--- src/clk_mode_defs.vh ---
// Offsets, field positions, reset values and timing counts of the clock block
`ifndef CLK_MODE_DEFS_VH
`define CLK_MODE_DEFS_VH

// Register byte addresses
`define ADDR_SYS_CLOCK_CTRL 8'h00
`define ADDR_FAST_OSC_CTRL 8'h04
`define ADDR_MODE_STATUS 8'h08

// System clock control fields
`define SCC_SEL_HI 7
`define SCC_SEL_LO 5
`define SCC_FAST_KEEP 1
`define SCC_SLOW_KEEP 0
`define SCC_RESET 8'h00

// Fast oscillator control fields
`define FOC_FREQ_HI 3
`define FOC_FREQ_LO 2
`define FOC_STABLE 1
`define FOC_ENABLE 0
`define FOC_RESET 8'h01

// Select code that picks the slow sub clock
`define SEL_SLOW_SUB 3'h7

// Operating mode codes
`define MODE_FAST 3'h0
`define MODE_SLOW 3'h1
`define MODE_SLEEP 3'h2
`define MODE_IDLE_SLOW_ONLY 3'h3
`define MODE_IDLE_BOTH_CLOCKS 3'h4
`define MODE_IDLE_FAST_ONLY 3'h5

// Fast oscillator settling time and clock period
`define FAST_OSC_SETTLE_NS 16000
`define ACLK_PERIOD_PS 4000
`define FAST_OSC_SETTLE_CYC \
   ((`FAST_OSC_SETTLE_NS * 1000 + `ACLK_PERIOD_PS - 1) / `ACLK_PERIOD_PS)

// AXI responses
`define RESP_OKAY 2'h0
`define RESP_DECERR 2'h3

`endif

--- src/fast_clock_divider.v ---
// Divider that turns fast clock edges into divide-by-1..64 ticks
`include "clk_mode_defs.vh"

module fast_clock_divider (
   input wire aclk,
   input wire aresetn,
   input wire fast_edge,
   input wire [2:0] ratio_sel,
   output reg div_tick
);

   reg [5:0] count_ff;
   wire [5:0] last_count;

   // Terminal count is two to the power of the select, minus one
   assign last_count = (6'h01 << ratio_sel) - 6'h01;

   always @(posedge aclk)
   begin
      if (!aresetn)
      begin
         count_ff <= 6'h00;
         div_tick <= 1'b0;
      end
      else
      begin
         div_tick <= 1'b0;
         if (fast_edge)
         begin
            if (count_ff >= last_count)
            begin
               count_ff <= 6'h00;
               div_tick <= 1'b1;
            end
            else
               count_ff <= count_ff + 6'h01;
         end
      end
   end

endmodule // fast_clock_divider

--- src/system_clock_and_power_modes.v ---
// Clock source, divider and power mode controller with AXI4-Lite registers
//
// What this block does
// - Six modes exist, fast and slow running and four halted ones.
// - In fast mode the system clock is the fast clock over 1 to 64.
// - Divided choices run from fast clock over 2 up to over 64.
// - Select code 111 gives slow mode on the slow sub clock.
// - The slow sub clock comes from the 32 kHz slow RC oscillator.
// - The fast RC oscillator runs at 4, 8 or 12 MHz by a 2-bit field.
// - In slow mode the fast oscillator follows its enable bit.
// - The oscillators also clock the watchdog and time base logic.
// - Halt with both keep bits low enters sleep, all clocks stopped.
// - In sleep the slow oscillator runs only if the watchdog is on.
// - Halt with fast keep 0, slow keep 1 keeps only the slow clock.
// - Halt with both keep bits high keeps both clocks running.
// - Halt with fast keep 1, slow keep 0 keeps only the fast clock.
// - Frequency field 00 is 4, 01 is 8, 10 is 12, 11 is 4 MHz.
// - The stable flag clears on enable or change, new freq on the same edge as set.
`include "clk_mode_defs.vh"

module system_clock_and_power_modes (
   input wire aclk,
   input wire aresetn,
   input wire [7:0] awaddr,
   input wire awvalid,
   output wire awready,
   input wire [31:0] wdata,
   input wire [3:0] wstrb,
   input wire wvalid,
   output wire wready,
   output reg [1:0] bresp,
   output reg bvalid,
   input wire bready,
   input wire [7:0] araddr,
   input wire arvalid,
   output wire arready,
   output reg [31:0] rdata,
   output reg [1:0] rresp,
   output reg rvalid,
   input wire rready,
   input wire halt_req,
   input wire wake_req,
   input wire wdt_enable,
   input wire fast_osc_tick_pin,
   input wire slow_osc_tick_pin,
   output reg fast_osc_run,
   output reg [1:0] fast_osc_trim_sel,
   output reg [3:0] fast_clock_mhz,
   output reg slow_osc_run,
   output reg cpu_clock_en,
   output reg system_clock_en,
   output reg system_tick,
   output reg fast_clock_en,
   output reg fast_clock_tick,
   output reg slow_sub_clock_en,
   output reg slow_sub_clock_tick,
   output reg wdt_clock_tick,
   output reg timebase_clock_tick,
   output reg [2:0] op_mode
);

   // ----------------------------------------------------------------
   // Helpers
   // ----------------------------------------------------------------

   // Frequency code to MHz
   function [3:0] freq_mhz;
      input [1:0] code;
      begin
         case (code)
            2'h1: freq_mhz = 4'h8;
            2'h2: freq_mhz = 4'hc;
            default: freq_mhz = 4'h4;
         endcase
      end
   endfunction

   // Halted mode chosen by the two keep bits
   function [2:0] halt_mode;
      input fast_keep;
      input slow_keep;
      begin
         case ({fast_keep, slow_keep})
            2'b01: halt_mode = `MODE_IDLE_SLOW_ONLY;
            2'b11: halt_mode = `MODE_IDLE_BOTH_CLOCKS;
            2'b10: halt_mode = `MODE_IDLE_FAST_ONLY;
            default: halt_mode = `MODE_SLEEP;
         endcase
      end
   endfunction

   localparam [31:0] SETTLE_LAST_FULL = `FAST_OSC_SETTLE_CYC - 1;
   localparam [11:0] SETTLE_LAST = SETTLE_LAST_FULL[11:0];
   localparam [7:0] SCC_RST = `SCC_RESET;
   localparam [7:0] FOC_RST = `FOC_RESET;

   // ----------------------------------------------------------------
   // Oscillator pin synchronisers
   // ----------------------------------------------------------------

   reg fast_s1_ff, fast_s2_ff, fast_s3_ff;
   reg slow_s1_ff, slow_s2_ff, slow_s3_ff;
   wire fast_edge;
   wire slow_edge;

   always @(posedge aclk)
   begin
      if (!aresetn)
      begin
         fast_s1_ff <= 1'b0;
         fast_s2_ff <= 1'b0;
         fast_s3_ff <= 1'b0;
         slow_s1_ff <= 1'b0;
         slow_s2_ff <= 1'b0;
         slow_s3_ff <= 1'b0;
      end
      else
      begin
         fast_s1_ff <= fast_osc_tick_pin;
         fast_s2_ff <= fast_s1_ff;
         fast_s3_ff <= fast_s2_ff;
         slow_s1_ff <= slow_osc_tick_pin;
         slow_s2_ff <= slow_s1_ff;
         slow_s3_ff <= slow_s2_ff;
      end
   end

   assign fast_edge = fast_s2_ff & ~fast_s3_ff;
   assign slow_edge = slow_s2_ff & ~slow_s3_ff;

   // ----------------------------------------------------------------
   // Registers and AXI4-Lite slave
   // ----------------------------------------------------------------

   reg [2:0] sel_ff;
   reg fast_keep_ff;
   reg slow_keep_ff;
   reg [1:0] freq_sel_ff;
   reg osc_en_ff;
   reg stable_ff;
   reg aw_held_ff;
   reg w_held_ff;
   reg [7:0] aw_addr_ff;
   reg [31:0] w_data_ff;
   reg [3:0] w_strb_ff;
   reg [2:0] mode_ff;
   wire do_write;
   wire scc_hit;
   wire foc_hit;
   reg [31:0] nxt_rdata;
   reg [1:0] nxt_rresp;

   assign awready = ~aw_held_ff & ~bvalid;
   assign wready = ~w_held_ff & ~bvalid;
   assign arready = ~rvalid;
   assign do_write = aw_held_ff & w_held_ff & ~bvalid;
   assign scc_hit = aw_addr_ff == `ADDR_SYS_CLOCK_CTRL;
   assign foc_hit = aw_addr_ff == `ADDR_FAST_OSC_CTRL;

   always @(posedge aclk)
   begin
      if (!aresetn)
      begin
         aw_held_ff <= 1'b0;
         w_held_ff <= 1'b0;
         aw_addr_ff <= 8'h00;
         w_data_ff <= 32'h0000_0000;
         w_strb_ff <= 4'h0;
         bvalid <= 1'b0;
         bresp <= `RESP_OKAY;
         sel_ff <= SCC_RST[`SCC_SEL_HI:`SCC_SEL_LO];
         fast_keep_ff <= SCC_RST[`SCC_FAST_KEEP];
         slow_keep_ff <= SCC_RST[`SCC_SLOW_KEEP];
         freq_sel_ff <= FOC_RST[`FOC_FREQ_HI:`FOC_FREQ_LO];
         osc_en_ff <= FOC_RST[`FOC_ENABLE];
      end
      else
      begin
         if (awvalid && awready)
         begin
            aw_held_ff <= 1'b1;
            aw_addr_ff <= awaddr;
         end
         if (wvalid && wready)
         begin
            w_held_ff <= 1'b1;
            w_data_ff <= wdata;
            w_strb_ff <= wstrb;
         end
         if (do_write)
         begin
            aw_held_ff <= 1'b0;
            w_held_ff <= 1'b0;
            bvalid <= 1'b1;
            bresp <= (scc_hit | foc_hit) ? `RESP_OKAY : `RESP_DECERR;
            if (scc_hit && w_strb_ff[0])
            begin
               sel_ff <= w_data_ff[`SCC_SEL_HI:`SCC_SEL_LO];
               fast_keep_ff <= w_data_ff[`SCC_FAST_KEEP];
               slow_keep_ff <= w_data_ff[`SCC_SLOW_KEEP];
            end
            if (foc_hit && w_strb_ff[0])
            begin
               freq_sel_ff <= w_data_ff[`FOC_FREQ_HI:`FOC_FREQ_LO];
               osc_en_ff <= w_data_ff[`FOC_ENABLE];
            end
         end
         else if (bvalid && bready)
            bvalid <= 1'b0;
      end
   end

   always @*
   begin
      nxt_rdata = 32'h0000_0000;
      nxt_rresp = `RESP_OKAY;
      case (araddr)
         `ADDR_SYS_CLOCK_CTRL:
         begin
            nxt_rdata[`SCC_SEL_HI:`SCC_SEL_LO] = sel_ff;
            nxt_rdata[`SCC_FAST_KEEP] = fast_keep_ff;
            nxt_rdata[`SCC_SLOW_KEEP] = slow_keep_ff;
         end
         `ADDR_FAST_OSC_CTRL:
         begin
            nxt_rdata[`FOC_FREQ_HI:`FOC_FREQ_LO] = freq_sel_ff;
            nxt_rdata[`FOC_STABLE] = stable_ff;
            nxt_rdata[`FOC_ENABLE] = osc_en_ff;
         end
         `ADDR_MODE_STATUS:
            nxt_rdata[2:0] = mode_ff;
         default:
            nxt_rresp = `RESP_DECERR;
      endcase
   end

   always @(posedge aclk)
   begin
      if (!aresetn)
      begin
         rvalid <= 1'b0;
         rdata <= 32'h0000_0000;
         rresp <= `RESP_OKAY;
      end
      else if (arvalid && arready)
      begin
         rvalid <= 1'b1;
         rdata <= nxt_rdata;
         rresp <= nxt_rresp;
      end
      else if (rvalid && rready)
         rvalid <= 1'b0;
   end

   // ----------------------------------------------------------------
   // Operating mode state
   // ----------------------------------------------------------------

   reg [2:0] nxt_mode;
   wire running;

   assign running = (mode_ff == `MODE_FAST) | (mode_ff == `MODE_SLOW);

   always @*
   begin
      nxt_mode = mode_ff;
      case (mode_ff)
         `MODE_FAST, `MODE_SLOW:
         begin
            // code 111 runs on the slow sub clock
            if (sel_ff == `SEL_SLOW_SUB)
               nxt_mode = `MODE_SLOW;
            else
               nxt_mode = `MODE_FAST;
            // keep bits pick the halted mode
            if (halt_req)
               nxt_mode = halt_mode(fast_keep_ff, slow_keep_ff);
         end
         `MODE_SLEEP, `MODE_IDLE_SLOW_ONLY, `MODE_IDLE_BOTH_CLOCKS,
         `MODE_IDLE_FAST_ONLY:
         begin
            if (wake_req)
               nxt_mode = (sel_ff == `SEL_SLOW_SUB) ? `MODE_SLOW
                                                   : `MODE_FAST;
         end
         default:
            nxt_mode = `MODE_FAST;
      endcase
   end

   always @(posedge aclk)
   begin
      if (!aresetn)
         mode_ff <= `MODE_FAST;
      else
         mode_ff <= nxt_mode;
   end

   // ----------------------------------------------------------------
   // Clock gating decisions
   // ----------------------------------------------------------------

   reg nxt_fast_on;
   reg nxt_slow_sub_on;
   reg nxt_slow_osc_on;
   reg nxt_sys_on;

   always @*
   begin
      nxt_fast_on = 1'b0;
      nxt_slow_sub_on = 1'b1;
      nxt_slow_osc_on = 1'b1;
      nxt_sys_on = 1'b0;
      case (mode_ff)
         `MODE_FAST:
         begin
            nxt_fast_on = 1'b1;
            nxt_sys_on = 1'b1;
         end
         `MODE_SLOW:
         begin
            // enable bit decides in slow mode
            nxt_fast_on = osc_en_ff;
            nxt_sys_on = 1'b1;
         end
         `MODE_SLEEP:
         begin
            nxt_slow_sub_on = 1'b0;
            nxt_slow_osc_on = wdt_enable;
         end
         `MODE_IDLE_SLOW_ONLY:
         begin
            // system clock only on the live source
            nxt_sys_on = sel_ff == `SEL_SLOW_SUB;
         end
         `MODE_IDLE_BOTH_CLOCKS:
         begin
            nxt_fast_on = 1'b1;
            nxt_sys_on = 1'b1;
         end
         `MODE_IDLE_FAST_ONLY:
         begin
            nxt_fast_on = 1'b1;
            nxt_slow_sub_on = 1'b0;
            // system clock only on the live source
            nxt_sys_on = sel_ff != `SEL_SLOW_SUB;
         end
         default:
         begin
            nxt_fast_on = 1'b1;
            nxt_sys_on = 1'b1;
         end
      endcase
   end

   // ----------------------------------------------------------------
   // Fast oscillator settling
   // ----------------------------------------------------------------

   reg [11:0] settle_cnt_ff;
   reg settling_ff;
   wire restart;

   // enable or frequency change restarts settling
   assign restart = (nxt_fast_on & ~fast_osc_run) |
                    (fast_osc_run & (freq_sel_ff != fast_osc_trim_sel));

   always @(posedge aclk)
   begin
      if (!aresetn)
      begin
         fast_osc_run <= 1'b0;
         fast_osc_trim_sel <= 2'h0;
         fast_clock_mhz <= 4'h4;
         settle_cnt_ff <= 12'h000;
         settling_ff <= 1'b0;
         stable_ff <= 1'b0;
      end
      else
      begin
         fast_osc_run <= nxt_fast_on;
         fast_osc_trim_sel <= freq_sel_ff;
         if (!nxt_fast_on)
         begin
            settling_ff <= 1'b0;
            stable_ff <= 1'b0;
         end
         else if (restart)
         begin
            settling_ff <= 1'b1;
            stable_ff <= 1'b0;
            settle_cnt_ff <= 12'h000;
         end
         else if (settling_ff)
         begin
            if (settle_cnt_ff == SETTLE_LAST)
            begin
               // flag set and new frequency applied on the same edge
               settling_ff <= 1'b0;
               stable_ff <= 1'b1;
               fast_clock_mhz <= freq_mhz(fast_osc_trim_sel);
            end
            else
               settle_cnt_ff <= settle_cnt_ff + 12'h001;
         end
      end
   end

   // ----------------------------------------------------------------
   // Clock outputs and ticks
   // ----------------------------------------------------------------

   wire fast_live;
   wire div_tick;
   wire sys_src_tick;

   assign fast_live = fast_osc_run & stable_ff & nxt_fast_on;

   // divide by 1 up to 64
   fast_clock_divider u_div (
      .aclk(aclk),
      .aresetn(aresetn),
      .fast_edge(fast_edge & fast_live),
      .ratio_sel(sel_ff),
      .div_tick(div_tick)
   );

   // slow sub clock from the slow RC edges
   assign sys_src_tick = (sel_ff == `SEL_SLOW_SUB) ? slow_edge
                                                  : div_tick;

   always @(posedge aclk)
   begin
      if (!aresetn)
      begin
         slow_osc_run <= 1'b1;
         cpu_clock_en <= 1'b0;
         system_clock_en <= 1'b0;
         system_tick <= 1'b0;
         fast_clock_en <= 1'b0;
         fast_clock_tick <= 1'b0;
         slow_sub_clock_en <= 1'b0;
         slow_sub_clock_tick <= 1'b0;
         wdt_clock_tick <= 1'b0;
         timebase_clock_tick <= 1'b0;
         op_mode <= `MODE_FAST;
      end
      else
      begin
         slow_osc_run <= nxt_slow_osc_on;
         cpu_clock_en <= running;
         system_clock_en <= nxt_sys_on;
         // system tick from the selected source
         system_tick <= nxt_sys_on & sys_src_tick;
         fast_clock_en <= fast_live;
         fast_clock_tick <= fast_live & fast_edge;
         slow_sub_clock_en <= nxt_slow_sub_on;
         slow_sub_clock_tick <= nxt_slow_sub_on & slow_edge;
         wdt_clock_tick <= nxt_slow_osc_on & slow_edge;
         timebase_clock_tick <= fast_live ? fast_edge
                                         : nxt_slow_sub_on & slow_edge;
         op_mode <= mode_ff;
      end
   end

endmodule // system_clock_and_power_modes

--- config.mk ---
export PLATFORM = sky130hd
export DESIGN_NAME = system_clock_and_power_modes
export DESIGN_NICKNAME = d
export VERILOG_FILES = /design/src/fast_clock_divider.v /design/src/system_clock_and_power_modes.v
export VERILOG_INCLUDE_DIRS = /design/src /design/src/src
export SDC_FILE = /design/constraint.sdc
export NUM_CORES = 1
export LEC_CHECK = 0
export BUFFER_PORTS_ARGS = -buffer_cell sky130_fd_sc_hd__buf_4
export CAP_MARGIN = 20
export CORE_MARGIN = 2
export CORE_UTILIZATION = 46
export DETAILED_ROUTE_END_ITERATION = 7
export PLACE_DENSITY = 0.73
export SLEW_MARGIN = 25
export SYNTH_ARGS = -nofsm -noshare
export SYNTH_HDL_FRONTEND = slang
export SYNTH_HIERARCHICAL = 1
export SYNTH_SLANG_ARGS = --single-unit
--- constraint.sdc ---
create_clock -name aclk -period 6.2 [get_ports aclk]
set_clock_uncertainty 0.2 [all_clocks]
set_input_delay 0.31 -clock aclk [delete_from_list [all_inputs] [get_ports aclk]]
set_output_delay 0.31 -clock aclk [all_outputs]
set_load 0.02 [all_outputs]
==> results.yml <==
worst_setup_path:
  cp.required_ns: 6.23
  critPathKind: "register to register"
  critPathTopFamily: "simple AND/OR/NAND/NOR gates"
  worst_setup_path_end_kind: "register"
  cp.depth: 8
  r2r-end: "u_div/count_ff[3]"
  r2r_start: "mode_ff[2]"
  startpoint: "mode_ff[2]"
  path_buf_inv: 1
  cp.arrival_ns: 2.83
  r2r_cells: 8
  max_stage_delay_ns: 0.59
  crit_path_max_fanout: 11
  crit_chain: "inv_1 > ha_1 > a21oi_4 > and3_4 > and3b_1 > nand3_4 > o311ai_4 > nor2_1"
  worstSetupStartpointType: "register"
  crit_end: "u_div/count_ff[3]"
  r2r_slack_ns: 3.40
  critPathSlowestCell: "dfxtp_1"
global_route:
  grt_usage_pct: 16.6
  grt_pass1_vias: 2981
  overflow: 0
  grt_pass1_wl_um: 13300
  grt_start_max_net_pins: 90
  antenna_found_initial: 0
clock_tree:
  ctsHoldBuffers: 8
  cts_buffers: 9
  cts_root_buffer: "clkbuf_8"
  cts_resized: 0
  htree_levels: 3
  path_clk_slew_ns: 0.08
  tritoncts: "yes"
  cts_buffer_depth: 2
  clock-sinks: 85
  cts_setup_buffers: 0
  clock_latency_ns: 0.35
sta:
  setup_violations: 0
  max_slew.worst_pin.slew_ns: 0.942
  slew_viol_final: 0
  rsz0062_at_grt: "no"
  hold_viol_final: 0
  tns_ns: 0
  fmax_mhz: 357
  maxSlewHeadroom_pct: 37.1
  min_period_ns: 2.80
  period_share_pct: 45.1
job:
  maxCapViolCount: 0
synth:
  synth-edff-count: 0
  yosysSeqAreaShare_pct: 41.5
  ys_seq_elements: 85
  synth_flop_cell: "dfxtp_1"
  synthesis.area_um2: 4100
  async_flop_share_pct: 0
  synthCells: 439
  yosysWarningCount: 6
  synth.avg_cell_area_um2: 9.34
  yosysUniqueCellTypes: 55
place:
  io_buffers: 69
  finalWeightedCongestion: 0.797
  place_hpwl_um: 5630
floorplan:
  io_pins: 125
  fp.dieW_um: 98.4
  dieArea_um2: 9680
  rows: 34
  initial_core_util_pct: 47.2
  fp.dieH_um: 98.4
  core_um2: 8680
cells_and_area:
  post-route-util_pct: 55.5
  register_area_um2: 1700
  syn2layout_area_growth_pct: 17.6
  multi_input_area_um2: 2150
  final_cell_mix: "dfxtp_1 (85), buf_4 (69), nand2_1 (43)"
  layout-drive-gt1-share_pct: 19.6
  antennaDiodeCount: 0
  fillers: 795
  layout_commonest_cell: "dfxtp_1"
  nets: 584
drt:
  drt_iter0_markers: 160
  wl_met3_um: 362
  highest_layer: "met4"
  met1_length_um: 3560
  drc: 0
  vias: 3115
  wl_per_cell_um: 12.8
  detail-route-antenna-nets: 0
  detail_route.first_pass.iterations: 4
  drt-total-wl_um: 7930
  wl_met2_um: 3950
  vias_per_cell: 5.03
power_and_ir_drop:
  p_per_area_nw_per_um2: 227
  leakage_nw: 1.97
  peakVddDrop_uv: 208
  power_mw: 1.09
hold_path:
  hp-class: "input pin to register"
run_status:
  status: "complete, no violations"
[per-stage QoR]
| step | cell area [um^2] | hold slack [ns] | setup WS [ns] | std cells |
|---|---|---|---|---|
| after floorplan | 4200 | 0.212 | 3.82 | 465 |
| after global placement | 4550 | 0.224 | 3.43 | 596 |
| after detailed placement | 4550 | 0.221 | 3.39 | 596 |
| after CTS | 4820 | 0.00137 | 3.37 | 619 |
| after global routing | 4820 | 0.0111 | 3.18 | 619 |
| final | 4820 | 0.0185 | 3.40 | 619 |
[where the power goes]
group	internal, mW	switching [mW]
Combinational	0.0575	0.0791
Clock	0.195	0.187
Sequential	0.562	0.0123
[per-layer routing]
metal	GRT usage, %	vias up
met1	19.9	1438
met2	29.6	71
met4	3.37	0
met5	0	-
li1	-	1599
met3	5.01	7
[worst min path at each step]
| stage | startpoint | to | depth (start not counted) |
|---|---|---|---|
| floorplan | fast_s1_ff | fast_s2_ff | 1 |
| global placement | slow_s1_ff | slow_s2_ff | 1 |
| detailed placement | slow_s1_ff | slow_s2_ff | 1 |
| CTS | wstrb[0] | w_strb_ff[0] | 3 |
| global route | wdata[3] | w_data_ff[3] | 3 |
| finish | wstrb[0] | w_strb_ff[0] | 3 |
[worst reg2reg max path: stages, from the launching register on]
cell      delay, ns
dfxtp_1        0.59
inv_1          0.15
ha_1           0.24
a21oi_4        0.21
and3_4         0.24
and3b_1        0.40
nand3_4        0.15
o311ai_4       0.42
nor2_1         0.09
[kinds of logic after synthesis]
logic type | after synthesis | synth area share, %
simple gates | 177 | 25.8
flops | 85 | 41.5
compound gates | 70 | 11.9
buf+inv | 58 | 8.42
mux | 27 | 6.62
fa+ha+maj | 13 | 3.97
xor+xnor | 8 | 1.71
other cells | 1 | 0.0915
[synthesized netlist by cell type (3+ instances only)]
| master | number | area [um^2] |
|---|---|---|
| a21boi_0 | 7 | 52.6 |
| a21oi_1 | 23 | 115 |
| a22oi_1 | 5 | 37.5 |
| and2_1 | 15 | 93.8 |
| and3_1 | 4 | 25.0 |
| buf_4 | 30 | 225 |
| clkbuf_1 | 14 | 52.6 |
| dfxtp_1 | 85 | 1700 |
| ha_1 | 13 | 163 |
| inv_1 | 12 | 45.0 |
| mux2i_1 | 26 | 260 |
| nand2_1 | 43 | 161 |
| nand2b_1 | 6 | 37.5 |
| nand3_1 | 12 | 60.1 |
| nand3b_1 | 3 | 22.5 |
| nand4_1 | 7 | 43.8 |
| nand4b_1 | 6 | 52.6 |
| nor2_1 | 16 | 60.1 |
| nor2b_1 | 40 | 250 |
| nor3_1 | 3 | 15.0 |
| nor3b_1 | 3 | 22.5 |
| o211a_1 | 4 | 40.0 |
| o21ai_0 | 9 | 45.0 |
| o22ai_1 | 9 | 56.3 |
| xnor2_1 | 5 | 43.8 |
| xor2_1 | 3 | 26.3 |
[state kept, by name, indices dropped and copies added, names as in the netlist, 2 cells and up]
name and cells:
op_mode 3, rdata 7, settle_cnt_ff 12, aw_addr_ff 8, u_div/count_ff 6, w_data_ff 7
freq_sel_ff 2, fast_clock_mhz 2, fast_osc_trim_sel 2, mode_ff 3, sel_ff 3
[layout make-up]
cell class                 count  area share [%]
clock buffer                  11            2.93
clock inverter                 4            1.01
inverter                      12           0.935
multi-input combinational    322            44.6
sequential                    85            35.3
tap                          108            2.80
timing repair buffer          77            12.4
(Power assumes the default switching activity.)
